## config.mk

```make
export PLATFORM = sky130hd
export DESIGN_NAME = irq_enable_priority_regs
export DESIGN_NICKNAME = d
export VERILOG_FILES = /design/src/irq_prio_pkg.sv /design/src/irq_poll_arbiter.sv /design/src/irq_enable_priority_regs.sv
export VERILOG_INCLUDE_DIRS = /design/src
export SDC_FILE = /design/constraint.sdc
export NUM_CORES = 1
export LEC_CHECK = 0
export BUFFER_PORTS_ARGS = -buffer_cell sky130_fd_sc_hd__buf_2
export CAP_MARGIN = 25
export CELL_PAD_IN_SITES_DETAIL_PLACEMENT = 0
export CELL_PAD_IN_SITES_GLOBAL_PLACEMENT = 1
export CORE_MARGIN = 2
export CORE_UTILIZATION = 38
export CTS_CLUSTER_DIAMETER = 200
export DETAILED_ROUTE_END_ITERATION = 8
export GPL_TIMING_DRIVEN = 0
export PLACE_DENSITY = 0.82
export SLEW_MARGIN = 20
export SYNTH_ARGS = -nofsm -noshare
export SYNTH_HDL_FRONTEND = slang
export SYNTH_SLANG_ARGS = --single-unit
```

## constraint.sdc

```tcl
create_clock -name core_clk_i -period 15.15 [get_ports core_clk_i]
set_input_delay 0.7575 -clock core_clk_i [delete_from_list [all_inputs] [get_ports core_clk_i]]
set_output_delay 0.7575 -clock core_clk_i [all_outputs]
set_load 0.01 [all_outputs]
```

## src/irq_prio_params.svh

```systemverilog
`ifndef IRQ_PRIO_PARAMS_SVH
`define IRQ_PRIO_PARAMS_SVH

// ************************************************************
// register indices (byte address is four times the index)
// ************************************************************
`define IDX_PRIO_LOW_ONE 8'h91
`define IDX_PRIO_HIGH_ONE 8'h92
`define IDX_IRQ_ENABLE_ZERO 8'hA8
`define IDX_PRIO_HIGH_ZERO 8'hB7
`define IDX_PRIO_LOW_ZERO 8'hB8
`define IDX_IRQ_ENABLE_ONE 8'hE8
`define IDX_EVT_STATUS 8'hC0
`define IDX_EVT_ENABLE 8'hC1
`define IDX_EVT_CLEAR 8'hC2
`define IDX_BIT_OP 8'hC3
`define IDX_SERVICE_STATE 8'hC4

// ************************************************************
// reset values and writable masks
// ************************************************************
`define REG_RESET 8'h00
`define MASK_FULL 8'hFF
`define MASK_EN_ONE 8'h07
`define MASK_PRIO_ONE 8'h03
`define MASK_EVT 3'h7

// ************************************************************
// fields
// ************************************************************
`define BIT_GLOBAL_EN 7
`define BITOP_TGT_HI 15
`define BITOP_TGT_LO 8
`define BITOP_VAL 3
`define BITOP_SEL_HI 2
`define EVT_GRANT 0
`define EVT_PREEMPT 1
`define EVT_RSVD_WR 2

// ************************************************************
// sources in vector order, vectors
// ************************************************************
`define SRC_EXT0 4'h0
`define SRC_TIMER0 4'h1
`define SRC_EXT1 4'h2
`define SRC_TIMER1 4'h3
`define SRC_UART 4'h4
`define SRC_I2C_ONE 4'h5
`define SRC_PCA 4'h6
`define SRC_TIMER2 4'h7
`define SRC_I2C_TWO 4'h8
`define SRC_SPI 4'h9
`define VEC_BASE 16'h0003
`define VEC_STEP 16'h0008

`endif

```

## src/irq_prio_pkg.sv

```systemverilog
package irq_prio_pkg;
  typedef logic [1:0] level_t;
  typedef logic [3:0] src_t;
  typedef logic [7:0] sfr_t;

  // level 3 highest: high bit is the msb
  function automatic level_t level_of(input logic hi, input logic lo);
    level_of = {hi, lo};
  endfunction : level_of

  // highest level with its in-service bit set
  function automatic level_t top_level(input logic [3:0] mask);
    level_t l;
    l = 2'h0;
    for (int i = 0; i < 4; i++) begin
      if (mask[i]) begin
        l = level_t'(i);
      end
    end
    top_level = l;
  endfunction : top_level
endpackage : irq_prio_pkg

```

## src/irq_poll_arbiter.sv

```systemverilog
`timescale 1ns/100ps
`include "irq_prio_params.svh"

module irq_poll_arbiter
  import irq_prio_pkg::*;
#(
  parameter int NUM_SRC = 10
) (
  // request state
  input wire logic [NUM_SRC-1:0] pending_i,
  input wire logic [NUM_SRC-1:0] prio_high_i,
  input wire logic [NUM_SRC-1:0] prio_low_i,
  // winner
  output logic win_valid_o,
  output src_t win_src_o,
  output level_t win_level_o
);
  // ************************************************************
  // fixed polling order among equal levels
  // ************************************************************
  localparam src_t POLL [10] = '{`SRC_EXT0, `SRC_I2C_ONE, `SRC_TIMER0, `SRC_EXT1,
    `SRC_TIMER1, `SRC_UART, `SRC_TIMER2, `SRC_PCA, `SRC_SPI, `SRC_I2C_TWO};

  if (NUM_SRC != 10) begin : g_num_src_chk
    $error("irq_poll_arbiter serves exactly ten sources");
  end

  always_comb begin
    src_t s;
    level_t l;
    s = 4'h0;
    l = 2'h0;
    win_valid_o = 1'b0;
    win_src_o = 4'h0;
    win_level_o = 2'h0;
    // strict greater keeps the earliest polled source on a tie
    for (int p = 0; p < 10; p++) begin
      s = POLL[p];
      l = level_of(prio_high_i[s], prio_low_i[s]);
      if (pending_i[s] && (!win_valid_o || l > win_level_o)) begin
        win_valid_o = 1'b1;
        win_src_o = s;
        win_level_o = l;
      end
    end
  end
endmodule : irq_poll_arbiter

```

## src/irq_enable_priority_regs.sv

```systemverilog
// Local design decision: the APB slave port.
`timescale 1ns/100ps
`include "irq_prio_params.svh"
// Notes on behaviour
// - enable zero: global and seven source enables
// - enable one: spi, i2c two, timer2 enables
// - low priority zero: eight source low bits
// - high priority zero: matching high bits
// - low priority one: spi, i2c two
// - high priority one: spi, i2c two
// - all six registers reset to zero
// - bit ops on enables, low priorities only
// - four levels from high/low bit pair
// - fixed vectors, fixed polling order on ties

module irq_enable_priority_regs
  import irq_prio_pkg::*;
#(
  parameter int ADDR_W = 12
) (
  // clock and reset
  input wire logic core_clk_i,
  input wire logic reset_n_i,
  // apb slave
  input wire logic psel_i,
  input wire logic penable_i,
  input wire logic pwrite_i,
  input wire logic [ADDR_W-1:0] paddr_i,
  input wire logic [31:0] pwdata_i,
  output logic [31:0] prdata_o,
  output logic pready_o,
  output logic pslverr_o,
  // interrupt sources, same clock
  input wire logic [9:0] irq_flags_i,
  // core sequencer
  input wire logic irq_ack_i,
  input wire logic irq_reti_i,
  output logic irq_req_o,
  output logic [15:0] irq_vector_o,
  output src_t irq_src_o,
  output level_t irq_level_o,
  // event interrupt
  output logic evt_irq_o
);
  if (ADDR_W < 10) begin : g_addr_w_chk
    $error("ADDR_W must hold the register index");
  end

  // ************************************************************
  // state
  // ************************************************************
  sfr_t en0_r, en0_nxt, en1_r, en1_nxt;
  sfr_t plo0_r, plo0_nxt, plo1_r, plo1_nxt;
  sfr_t phi0_r, phi0_nxt, phi1_r, phi1_nxt;
  logic [2:0] evt_stat_r, evt_stat_nxt, evt_en_r, evt_en_nxt;
  logic evt_irq_r, evt_irq_nxt;
  logic [31:0] prdata_r, prdata_nxt;
  logic pready_r, pready_nxt, pslverr_r, pslverr_nxt;
  logic [3:0] in_svc_r, in_svc_nxt;
  logic req_r, req_nxt;
  logic [15:0] vec_r, vec_nxt;
  src_t src_r, src_nxt;
  level_t lvl_r, lvl_nxt;

  // ************************************************************
  // decode
  // ************************************************************
  logic [7:0] idx;
  logic in_range, setup, wr_done, rd_setup, mapped, wr_rsvd, bitop_bad;
  logic [7:0] bit_tgt;
  logic [2:0] bit_sel;
  logic bit_val, bitop_wr;
  assign idx = paddr_i[9:2];
  assign in_range = (paddr_i >> 10) == '0;
  assign setup = psel_i && !penable_i;
  assign wr_done = psel_i && penable_i && pready_r && pwrite_i && !pslverr_r;
  assign rd_setup = setup && !pwrite_i;
  assign bit_tgt = pwdata_i[`BITOP_TGT_HI:`BITOP_TGT_LO];
  assign bit_sel = pwdata_i[`BITOP_SEL_HI:0];
  assign bit_val = pwdata_i[`BITOP_VAL];
  assign bitop_wr = wr_done && idx == `IDX_BIT_OP;

  function automatic logic is_mapped(input logic [7:0] i);
    is_mapped = i == `IDX_PRIO_LOW_ONE || i == `IDX_PRIO_HIGH_ONE ||
      i == `IDX_IRQ_ENABLE_ZERO || i == `IDX_PRIO_HIGH_ZERO ||
      i == `IDX_PRIO_LOW_ZERO || i == `IDX_IRQ_ENABLE_ONE ||
      i == `IDX_EVT_STATUS || i == `IDX_EVT_ENABLE || i == `IDX_EVT_CLEAR ||
      i == `IDX_BIT_OP || i == `IDX_SERVICE_STATE;
  endfunction : is_mapped

  // only the four bit-addressable registers take single-bit ops
  function automatic logic bit_addressable(input logic [7:0] i);
    bit_addressable = i == `IDX_IRQ_ENABLE_ZERO || i == `IDX_IRQ_ENABLE_ONE ||
      i == `IDX_PRIO_LOW_ZERO || i == `IDX_PRIO_LOW_ONE;
  endfunction : bit_addressable

  // one bit replaced, others kept, then masked
  function automatic sfr_t set_bit(input sfr_t v, input logic [2:0] b, input logic x,
                                   input sfr_t m);
    sfr_t t;
    t = v;
    t[b] = x;
    set_bit = t & m;
  endfunction : set_bit

  assign mapped = in_range && is_mapped(idx);
  assign bitop_bad = pwrite_i && idx == `IDX_BIT_OP && !bit_addressable(bit_tgt);

  // reserved bits written as one by software are dropped and flagged
  always_comb begin
    wr_rsvd = 1'b0;
    if (wr_done) begin
      case (idx)
        `IDX_IRQ_ENABLE_ONE: wr_rsvd = |(pwdata_i[7:0] & ~`MASK_EN_ONE);
        `IDX_PRIO_LOW_ONE,
        `IDX_PRIO_HIGH_ONE: wr_rsvd = |(pwdata_i[7:0] & ~`MASK_PRIO_ONE);
        `IDX_BIT_OP: wr_rsvd = (bit_tgt == `IDX_IRQ_ENABLE_ONE && bit_sel > 3'h2 && bit_val) ||
          (bit_tgt == `IDX_PRIO_LOW_ONE && bit_sel > 3'h1 && bit_val);
        default: wr_rsvd = 1'b0;
      endcase
    end
  end

  // ************************************************************
  // enable and priority registers
  // ************************************************************
  always_comb begin
    en0_nxt = en0_r;
    en1_nxt = en1_r;
    plo0_nxt = plo0_r;
    plo1_nxt = plo1_r;
    phi0_nxt = phi0_r;
    phi1_nxt = phi1_r;
    if (wr_done) begin
      case (idx)
        `IDX_IRQ_ENABLE_ZERO: en0_nxt = pwdata_i[7:0];
        `IDX_IRQ_ENABLE_ONE: en1_nxt = pwdata_i[7:0] & `MASK_EN_ONE;
        `IDX_PRIO_LOW_ZERO: plo0_nxt = pwdata_i[7:0];
        `IDX_PRIO_HIGH_ZERO: phi0_nxt = pwdata_i[7:0];
        `IDX_PRIO_LOW_ONE: plo1_nxt = pwdata_i[7:0] & `MASK_PRIO_ONE;
        `IDX_PRIO_HIGH_ONE: phi1_nxt = pwdata_i[7:0] & `MASK_PRIO_ONE;
        `IDX_BIT_OP: begin
          case (bit_tgt)
            `IDX_IRQ_ENABLE_ZERO: en0_nxt = set_bit(en0_r, bit_sel, bit_val, `MASK_FULL);
            `IDX_IRQ_ENABLE_ONE: en1_nxt = set_bit(en1_r, bit_sel, bit_val, `MASK_EN_ONE);
            `IDX_PRIO_LOW_ZERO: plo0_nxt = set_bit(plo0_r, bit_sel, bit_val, `MASK_FULL);
            `IDX_PRIO_LOW_ONE: plo1_nxt = set_bit(plo1_r, bit_sel, bit_val, `MASK_PRIO_ONE);
            default: en0_nxt = en0_r;
          endcase
        end
        default: en0_nxt = en0_r;
      endcase
    end
  end

  always_ff @(posedge core_clk_i) begin
    if (!reset_n_i) begin
      en0_r <= `REG_RESET;
      en1_r <= `REG_RESET;
      plo0_r <= `REG_RESET;
      plo1_r <= `REG_RESET;
      phi0_r <= `REG_RESET;
      phi1_r <= `REG_RESET;
    end else begin
      en0_r <= en0_nxt;
      en1_r <= en1_nxt;
      plo0_r <= plo0_nxt;
      plo1_r <= plo1_nxt;
      phi0_r <= phi0_nxt;
      phi1_r <= phi1_nxt;
    end
  end

  // ************************************************************
  // arbitration and service nesting
  // ************************************************************
  logic [9:0] src_en, src_hi, src_lo;
  logic win_valid, active, eligible;
  src_t win_src;
  level_t win_level, cur_level;
  assign src_en = {en1_r[2:0], en0_r[6:0]};
  assign src_hi = {phi1_r[1:0], phi0_r};
  assign src_lo = {plo1_r[1:0], plo0_r};
  assign active = |in_svc_r;
  assign cur_level = top_level(in_svc_r);
  assign eligible = !active || win_level > cur_level;

  irq_poll_arbiter #(
    .NUM_SRC(10)
  ) u_arb (
    .pending_i(irq_flags_i & src_en),
    .prio_high_i(src_hi),
    .prio_low_i(src_lo),
    .win_valid_o(win_valid),
    .win_src_o(win_src),
    .win_level_o(win_level)
  );

  logic take;
  assign take = irq_ack_i && req_r;

  always_comb begin
    in_svc_nxt = in_svc_r;
    if (irq_reti_i && active) begin
      in_svc_nxt[cur_level] = 1'b0;
    end
    if (take) begin
      in_svc_nxt[lvl_r] = 1'b1;
    end
    // dropped in the ack cycle so one grant gives one entry
    req_nxt = en0_r[`BIT_GLOBAL_EN] && win_valid && eligible && !take;
    src_nxt = win_src;
    lvl_nxt = win_level;
    vec_nxt = `VEC_BASE + 16'(win_src) * `VEC_STEP;
  end

  always_ff @(posedge core_clk_i) begin
    if (!reset_n_i) begin
      in_svc_r <= 4'h0;
      req_r <= 1'b0;
      src_r <= 4'h0;
      lvl_r <= 2'h0;
      vec_r <= `VEC_BASE;
    end else begin
      in_svc_r <= in_svc_nxt;
      req_r <= req_nxt;
      src_r <= src_nxt;
      lvl_r <= lvl_nxt;
      vec_r <= vec_nxt;
    end
  end

  // ************************************************************
  // events and bus answer
  // ************************************************************
  logic [2:0] evt_set;
  assign evt_set = {wr_rsvd, take && active, take};

  always_comb begin
    evt_en_nxt = evt_en_r;
    evt_stat_nxt = evt_stat_r;
    if (wr_done && idx == `IDX_EVT_ENABLE) begin
      evt_en_nxt = pwdata_i[2:0] & `MASK_EVT;
    end
    if (wr_done && idx == `IDX_EVT_CLEAR) begin
      evt_stat_nxt = evt_stat_r & ~pwdata_i[2:0];
    end
    // a set in the clear cycle wins
    evt_stat_nxt = evt_stat_nxt | evt_set;
    evt_irq_nxt = |(evt_stat_nxt & evt_en_nxt);
    pready_nxt = setup;
    pslverr_nxt = setup && (!mapped || bitop_bad);
    prdata_nxt = 32'h0000_0000;
    if (rd_setup && mapped) begin
      case (idx)
        `IDX_IRQ_ENABLE_ZERO: prdata_nxt = {24'h00_0000, en0_r};
        `IDX_IRQ_ENABLE_ONE: prdata_nxt = {24'h00_0000, en1_r & `MASK_EN_ONE};
        `IDX_PRIO_LOW_ZERO: prdata_nxt = {24'h00_0000, plo0_r};
        `IDX_PRIO_HIGH_ZERO: prdata_nxt = {24'h00_0000, phi0_r};
        `IDX_PRIO_LOW_ONE: prdata_nxt = {24'h00_0000, plo1_r & `MASK_PRIO_ONE};
        `IDX_PRIO_HIGH_ONE: prdata_nxt = {24'h00_0000, phi1_r & `MASK_PRIO_ONE};
        `IDX_EVT_STATUS: prdata_nxt = {29'h0000_0000, evt_stat_r};
        `IDX_EVT_ENABLE: prdata_nxt = {29'h0000_0000, evt_en_r};
        `IDX_SERVICE_STATE: prdata_nxt = {24'h00_0000, req_r, 1'b0, cur_level, in_svc_r};
        default: prdata_nxt = 32'h0000_0000;
      endcase
    end
  end

  always_ff @(posedge core_clk_i) begin
    if (!reset_n_i) begin
      evt_en_r <= 3'h0;
      evt_stat_r <= 3'h0;
      evt_irq_r <= 1'b0;
      prdata_r <= 32'h0000_0000;
      pready_r <= 1'b0;
      pslverr_r <= 1'b0;
    end else begin
      evt_en_r <= evt_en_nxt;
      evt_stat_r <= evt_stat_nxt;
      evt_irq_r <= evt_irq_nxt;
      prdata_r <= prdata_nxt;
      pready_r <= pready_nxt;
      pslverr_r <= pslverr_nxt;
    end
  end

  assign prdata_o = prdata_r;
  assign pready_o = pready_r;
  assign pslverr_o = pslverr_r;
  assign irq_req_o = req_r;
  assign irq_vector_o = vec_r;
  assign irq_src_o = src_r;
  assign irq_level_o = lvl_r;
  assign evt_irq_o = evt_irq_r;

  // ************************************************************
  // assertions
  // ************************************************************
  property p_global_off;
    @(posedge core_clk_i) disable iff (!reset_n_i)
      !en0_r[`BIT_GLOBAL_EN] |=> !irq_req_o;
  endproperty
  a_global_off: assert property (p_global_off) else $error("request with global enable off");
  property p_en0_write;
    @(posedge core_clk_i) disable iff (!reset_n_i)
      wr_done && idx == `IDX_IRQ_ENABLE_ZERO |=> en0_r == $past(pwdata_i[7:0]);
  endproperty
  a_en0_write: assert property (p_en0_write) else $error("enable zero write lost");
  property p_en1_rsvd;
    @(posedge core_clk_i) disable iff (!reset_n_i) en1_r[7:3] == 5'h00;
  endproperty
  a_en1_rsvd: assert property (p_en1_rsvd) else $error("enable one reserved bit set");
  property p_prio_one_rsvd;
    @(posedge core_clk_i) disable iff (!reset_n_i)
      plo1_r[7:2] == 6'h00 && phi1_r[7:2] == 6'h00;
  endproperty
  a_prio_one_rsvd: assert property (p_prio_one_rsvd) else $error("prio one reserved set");
  property p_phi0_write;
    @(posedge core_clk_i) disable iff (!reset_n_i)
      wr_done && idx == `IDX_PRIO_HIGH_ZERO |=> phi0_r == $past(pwdata_i[7:0])
      ##1 phi0_r == $past(phi0_r);
  endproperty
  a_phi0_write: assert property (p_phi0_write) else $error("high priority zero write");
  property p_reset_zero;
    @(posedge core_clk_i) !reset_n_i |=> en0_r == 8'h00 && en1_r == 8'h00 && plo0_r == 8'h00 &&
      plo1_r == 8'h00 && phi0_r == 8'h00 && phi1_r == 8'h00 && !irq_req_o;
  endproperty
  a_reset_zero: assert property (p_reset_zero) else $error("register not cleared by reset");
  property p_bitop_high_refused;
    @(posedge core_clk_i) disable iff (!reset_n_i)
      setup && pwrite_i && idx == `IDX_BIT_OP && in_range && bit_tgt == `IDX_PRIO_HIGH_ZERO
      |=> pslverr_o && pready_o ##1 $stable(phi0_r);
  endproperty
  a_bitop_high_refused: assert property (p_bitop_high_refused) else $error("bit op taken");
  property p_vector;
    @(posedge core_clk_i) disable iff (!reset_n_i)
      irq_req_o |-> irq_vector_o == `VEC_BASE + 16'(irq_src_o) * `VEC_STEP && irq_src_o <= 4'h9;
  endproperty
  a_vector: assert property (p_vector) else $error("vector does not match source");
  property p_preempt;
    @(posedge core_clk_i) disable iff (!reset_n_i)
      $past(active) && irq_req_o && $past(reset_n_i) |-> irq_level_o > $past(cur_level);
  endproperty
  a_preempt: assert property (p_preempt) else $error("request without higher level");
  property p_level_pair;
    @(posedge core_clk_i) disable iff (!reset_n_i)
      win_valid |=> lvl_r == level_of($past(src_hi[win_src]), $past(src_lo[win_src]));
  endproperty
  a_level_pair: assert property (p_level_pair) else $error("level not from bit pair");
  property p_evt_irq;
    @(posedge core_clk_i) disable iff (!reset_n_i)
      |(evt_stat_r & evt_en_r) |-> evt_irq_o;
  endproperty
  a_evt_irq: assert property (p_evt_irq) else $error("event interrupt missing");
  property p_evt_grant;
    @(posedge core_clk_i) disable iff (!reset_n_i) take |=> evt_stat_r[`EVT_GRANT];
  endproperty
  a_evt_grant: assert property (p_evt_grant) else $error("grant not recorded");

  c_grant: cover property (@(posedge core_clk_i) disable iff (!reset_n_i) take);
  c_nested: cover property (@(posedge core_clk_i) disable iff (!reset_n_i) take && active);
  c_bitop: cover property (@(posedge core_clk_i) disable iff (!reset_n_i) bitop_wr);
  c_rsvd: cover property (@(posedge core_clk_i) disable iff (!reset_n_i) wr_rsvd);
endmodule : irq_enable_priority_regs

```

==> results.py <==
metrics = {
    "cts": {
        "hold_buffers": 0,
        "clk_pin_slew_ns": 0.08,
        "clock-sinks": 59,
        "ctsResizeCount": 0,
        "clock_path_buffers": 2,
        "htreeDepth": 3,
        "post-cts-setup-buffers": 0,
        "cts_made_buffers": 9,
        "cts_tree": "done",
        "clk_latency_ns": 0.36,
        "cts-root-buf": "clkbuf_8",
    },
    "worst_hold_path": {
        "min-delay-start": "en0_r[7]",
        "hold_class": "reg -> reg",
    },
    "die": {
        "die_width_um": 108,
        "initial_core_util": 0.386,
        "io_pins": 119,
        "chipHeight_um": 108,
        "dieArea_sq_mm": 0.0117,
        "core_sq_mm": 0.0107,
        "fp-row-count": 38,
    },
    "synthesis": {
        "synth_edf_count": 0,
        "synthFlopType": "dfxtp_1",
        "ys_seq_area_frac": 0.286,
        "syn_area_sq_mm": 0.00413,
        "synth_top_cell_area_share": 0.286,
        "synth_compound_area_frac": 0.253,
        "synthMuxAreaShare": 0.0518,
        "ys_warn_count": 0,
        "synth-seq-cells": 59,
        "synth-async-reset-ratio": 0,
        "avgSynthCellArea_sq_um": 7.76,
        "synth-simple-area-share": 0.236,
        "synth_largest_area_cell": "dfxtp_1",
        "synth_top_family_by_area": "compound AO/OA/AOI/OAI gates",
        "synth.area.top_cells": "dfxtp_1 29%, buf_4 7.3%, nand2_1 6.4%",
        "synthAdderAreaFrac": 0.0576,
        "yosysUniqueCellTypes": 66,
        "syn_inst": 532,
        "synth_xor_area_frac": 0,
    },
    "timing": {
        "drv_slew": 0,
        "period_needed_ns": 12.00,
        "rsz0062_at_grt": "false",
        "timing.fmax_mhz": 83.3,
        "fin_crit_sh": 0.792,
        "worst_pin_slew_ns": 0.875,
        "holdWs_ns": 0.497,
        "fin_setup_tns_ns": 0,
        "hold_viol_final": 0,
        "slew-limit-headroom": 0.412,
        "skew_ns": 0.0138,
        "setup_violations": 0,
    },
    "power": {
        "swShare": 0.265,
        "pwr-share-clk": 0.471,
        "ir_drop_mv": 0.0384,
        "power_frac_seq": 0.434,
        "power_frac_comb": 0.095,
        "powerDensity_mw_per_mm2": 71.8,
        "p_switching_mw": 0.0947,
        "leakagePower_nw": 2.15,
        "p_int_mw": 0.263,
    },
    "place": {
        "dp_cells": 767,
        "gp_congestion": 0.948,
        "hpwl_mm": 9.88,
        "port_buffers": 60,
    },
    "layout": {
        "drive_gt1_frac": 0.244,
        "final_net_count": 718,
        "stdcell_count": 783,
        "final_cell_mix": "70 x nand2_1, 62 x buf_2, 59 x dfxtp_1",
        "final_common_cell": "nand2_1",
        "area_growth_syn_to_layout_pct": 20.5,
        "num_antenna_cells": 0,
    },
    "critical_path": {
        "setup.worst_path.start": "irq_flags_i[0]",
        "r2r_start": "en0_r[0]",
        "crit_top_cell": "ha_1",
        "critPathSlowestCell": "o21bai_1",
        "crit_type": "in -> reg",
        "endpoint_kind": "flip-flop",
        "startpoint_type": "primary input",
        "cpPeakStageDelay_ns": 0.48,
        "cp.required_ns": 15.39,
        "critPathMaxFanout": 9,
        "crit_arrival_ns": 12.25,
    },
    "grt": {
        "grt_usage": 0.223,
        "first_global_vias": 3868,
        "grt_pass1_wl_mm": 19.9,
        "globalRoute.totalOverflow": 0,
        "grt_max_degree": 13,
        "antenna_found_initial": 0,
    },
    "drt": {
        "antenna_left": 0,
        "wirelength_mm": 12.4,
        "vias_per_cell": 5.31,
        "firstDrtPassIters": 5,
        "dr.first_iter.drc_count": 258,
        "route.detailed.drc": 0,
        "wl_per_cell_um": 15.9,
        "vias": 4154,
    },
    "run_status": {
        "outcome": "finished, final reports clean",
    },
    "job": {
        "drv_cap": 0,
    },
}
Yosys cell counts, types with 7 or more instances:
master,count
nand2_1,70
dfxtp_1,59
nor2_1,48
buf_4,40
a21oi_1,30
inv_1,21
o21ai_0,21
clkbuf_1,19
ha_1,19
nand3_1,19
o221a_2,13
a21boi_0,12
a31oi_1,11
mux2_2,11
nor2b_1,11
mux2i_1,9
nand2b_1,9
nor3_1,7
per-stage QoR:
stage | utilization | cell area [sq um] | power [mW] | setup WS [ns]
CTS | 0.465 | 4970 | 0.356 | 3.21
floorplan | - | 4260 | 0.180 | 4.28
global placement | 0.442 | 4730 | 0.191 | 3.01
global route | 0.465 | 4980 | 0.369 | 2.09
detailed placement | 0.444 | 4750 | 0.192 | 2.87
finish | 0.465 | 4980 | 0.357 | 3.15
state kept, by name (all words and copies together) (netlist names), 2 cells and up:
signal and flops:
irq_level_o 2, prdata_o 8, en0_r 8, in_svc_r 4, evt_stat_r 3, phi0_r 8, evt_en_r 3, irq_src_o 4
phi1_r 2, plo0_r 8, plo1_r 2, en1_r 3
power groups by stage:
stage / clock network, mW / logic, mW / registers [mW]
2_1_floorplan: 0 / 0.0211 / 0.159
3_3_place_gp: 0 / 0.0325 / 0.159
3_5_place_dp: 0 / 0.0331 / 0.159
4_1_cts: 0.168 / 0.0332 / 0.155
5_1_grt: 0.176 / 0.0370 / 0.155
6_report: 0.168 / 0.0339 / 0.155
cell type report:
| cell class | count | area [sq um] |
|---|---|---|
| buffer | 61 | 380 |
| clock buffer | 9 | 124 |
| clock inverter | 7 | 98.8 |
| fill | 1121 | 5720 |
| inverter | 23 | 86.3 |
| multi-input combinational | 423 | 2630 |
| sequential | 59 | 1180 |
| tap | 140 | 175 |
| timing repair buffer | 61 | 305 |
path summary, 6_finish.rpt:
check / to / slack [ns] / cells after the start
worst min register to register: irq_req_o / 0.50 / 2
worst min-delay path: irq_req_o / 0.50 / 2
worst max-delay path: irq_req_o / 3.15 / 58
worst max register to register: irq_req_o / 3.19 / 57
cells by family (layout without fill, tap and decap cells):
kind of cell    Yosys count  after routing
mux                      20             20
other cells               2             36
buf+inv                  84            161
simple gates            203            203
compound gates          145            145
flops                    59             59
fa+ha+maj                19             19
worst max-delay path, delay by kind of cell:
family / cells / cell delay [ns]
fa+ha+maj: 10 / 2.67
buf+inv: 4 / 0.47
simple gates: 11 / 1.33
compound gates: 30 / 5.81
mux: 3 / 1.19
routing by layer:
metal | part of all wire | track usage | vias to the layer above
met5 | 0 | 0 | -
met2 | 0.43 | 0.343 | 160
met4 | 0.024 | 0.0916 | 0
met1 | 0.47 | 0.299 | 1895
met3 | 0.077 | 0.0512 | 24
li1 | - | - | 2075
No activity file was read; power rests on OpenSTA's default activity.
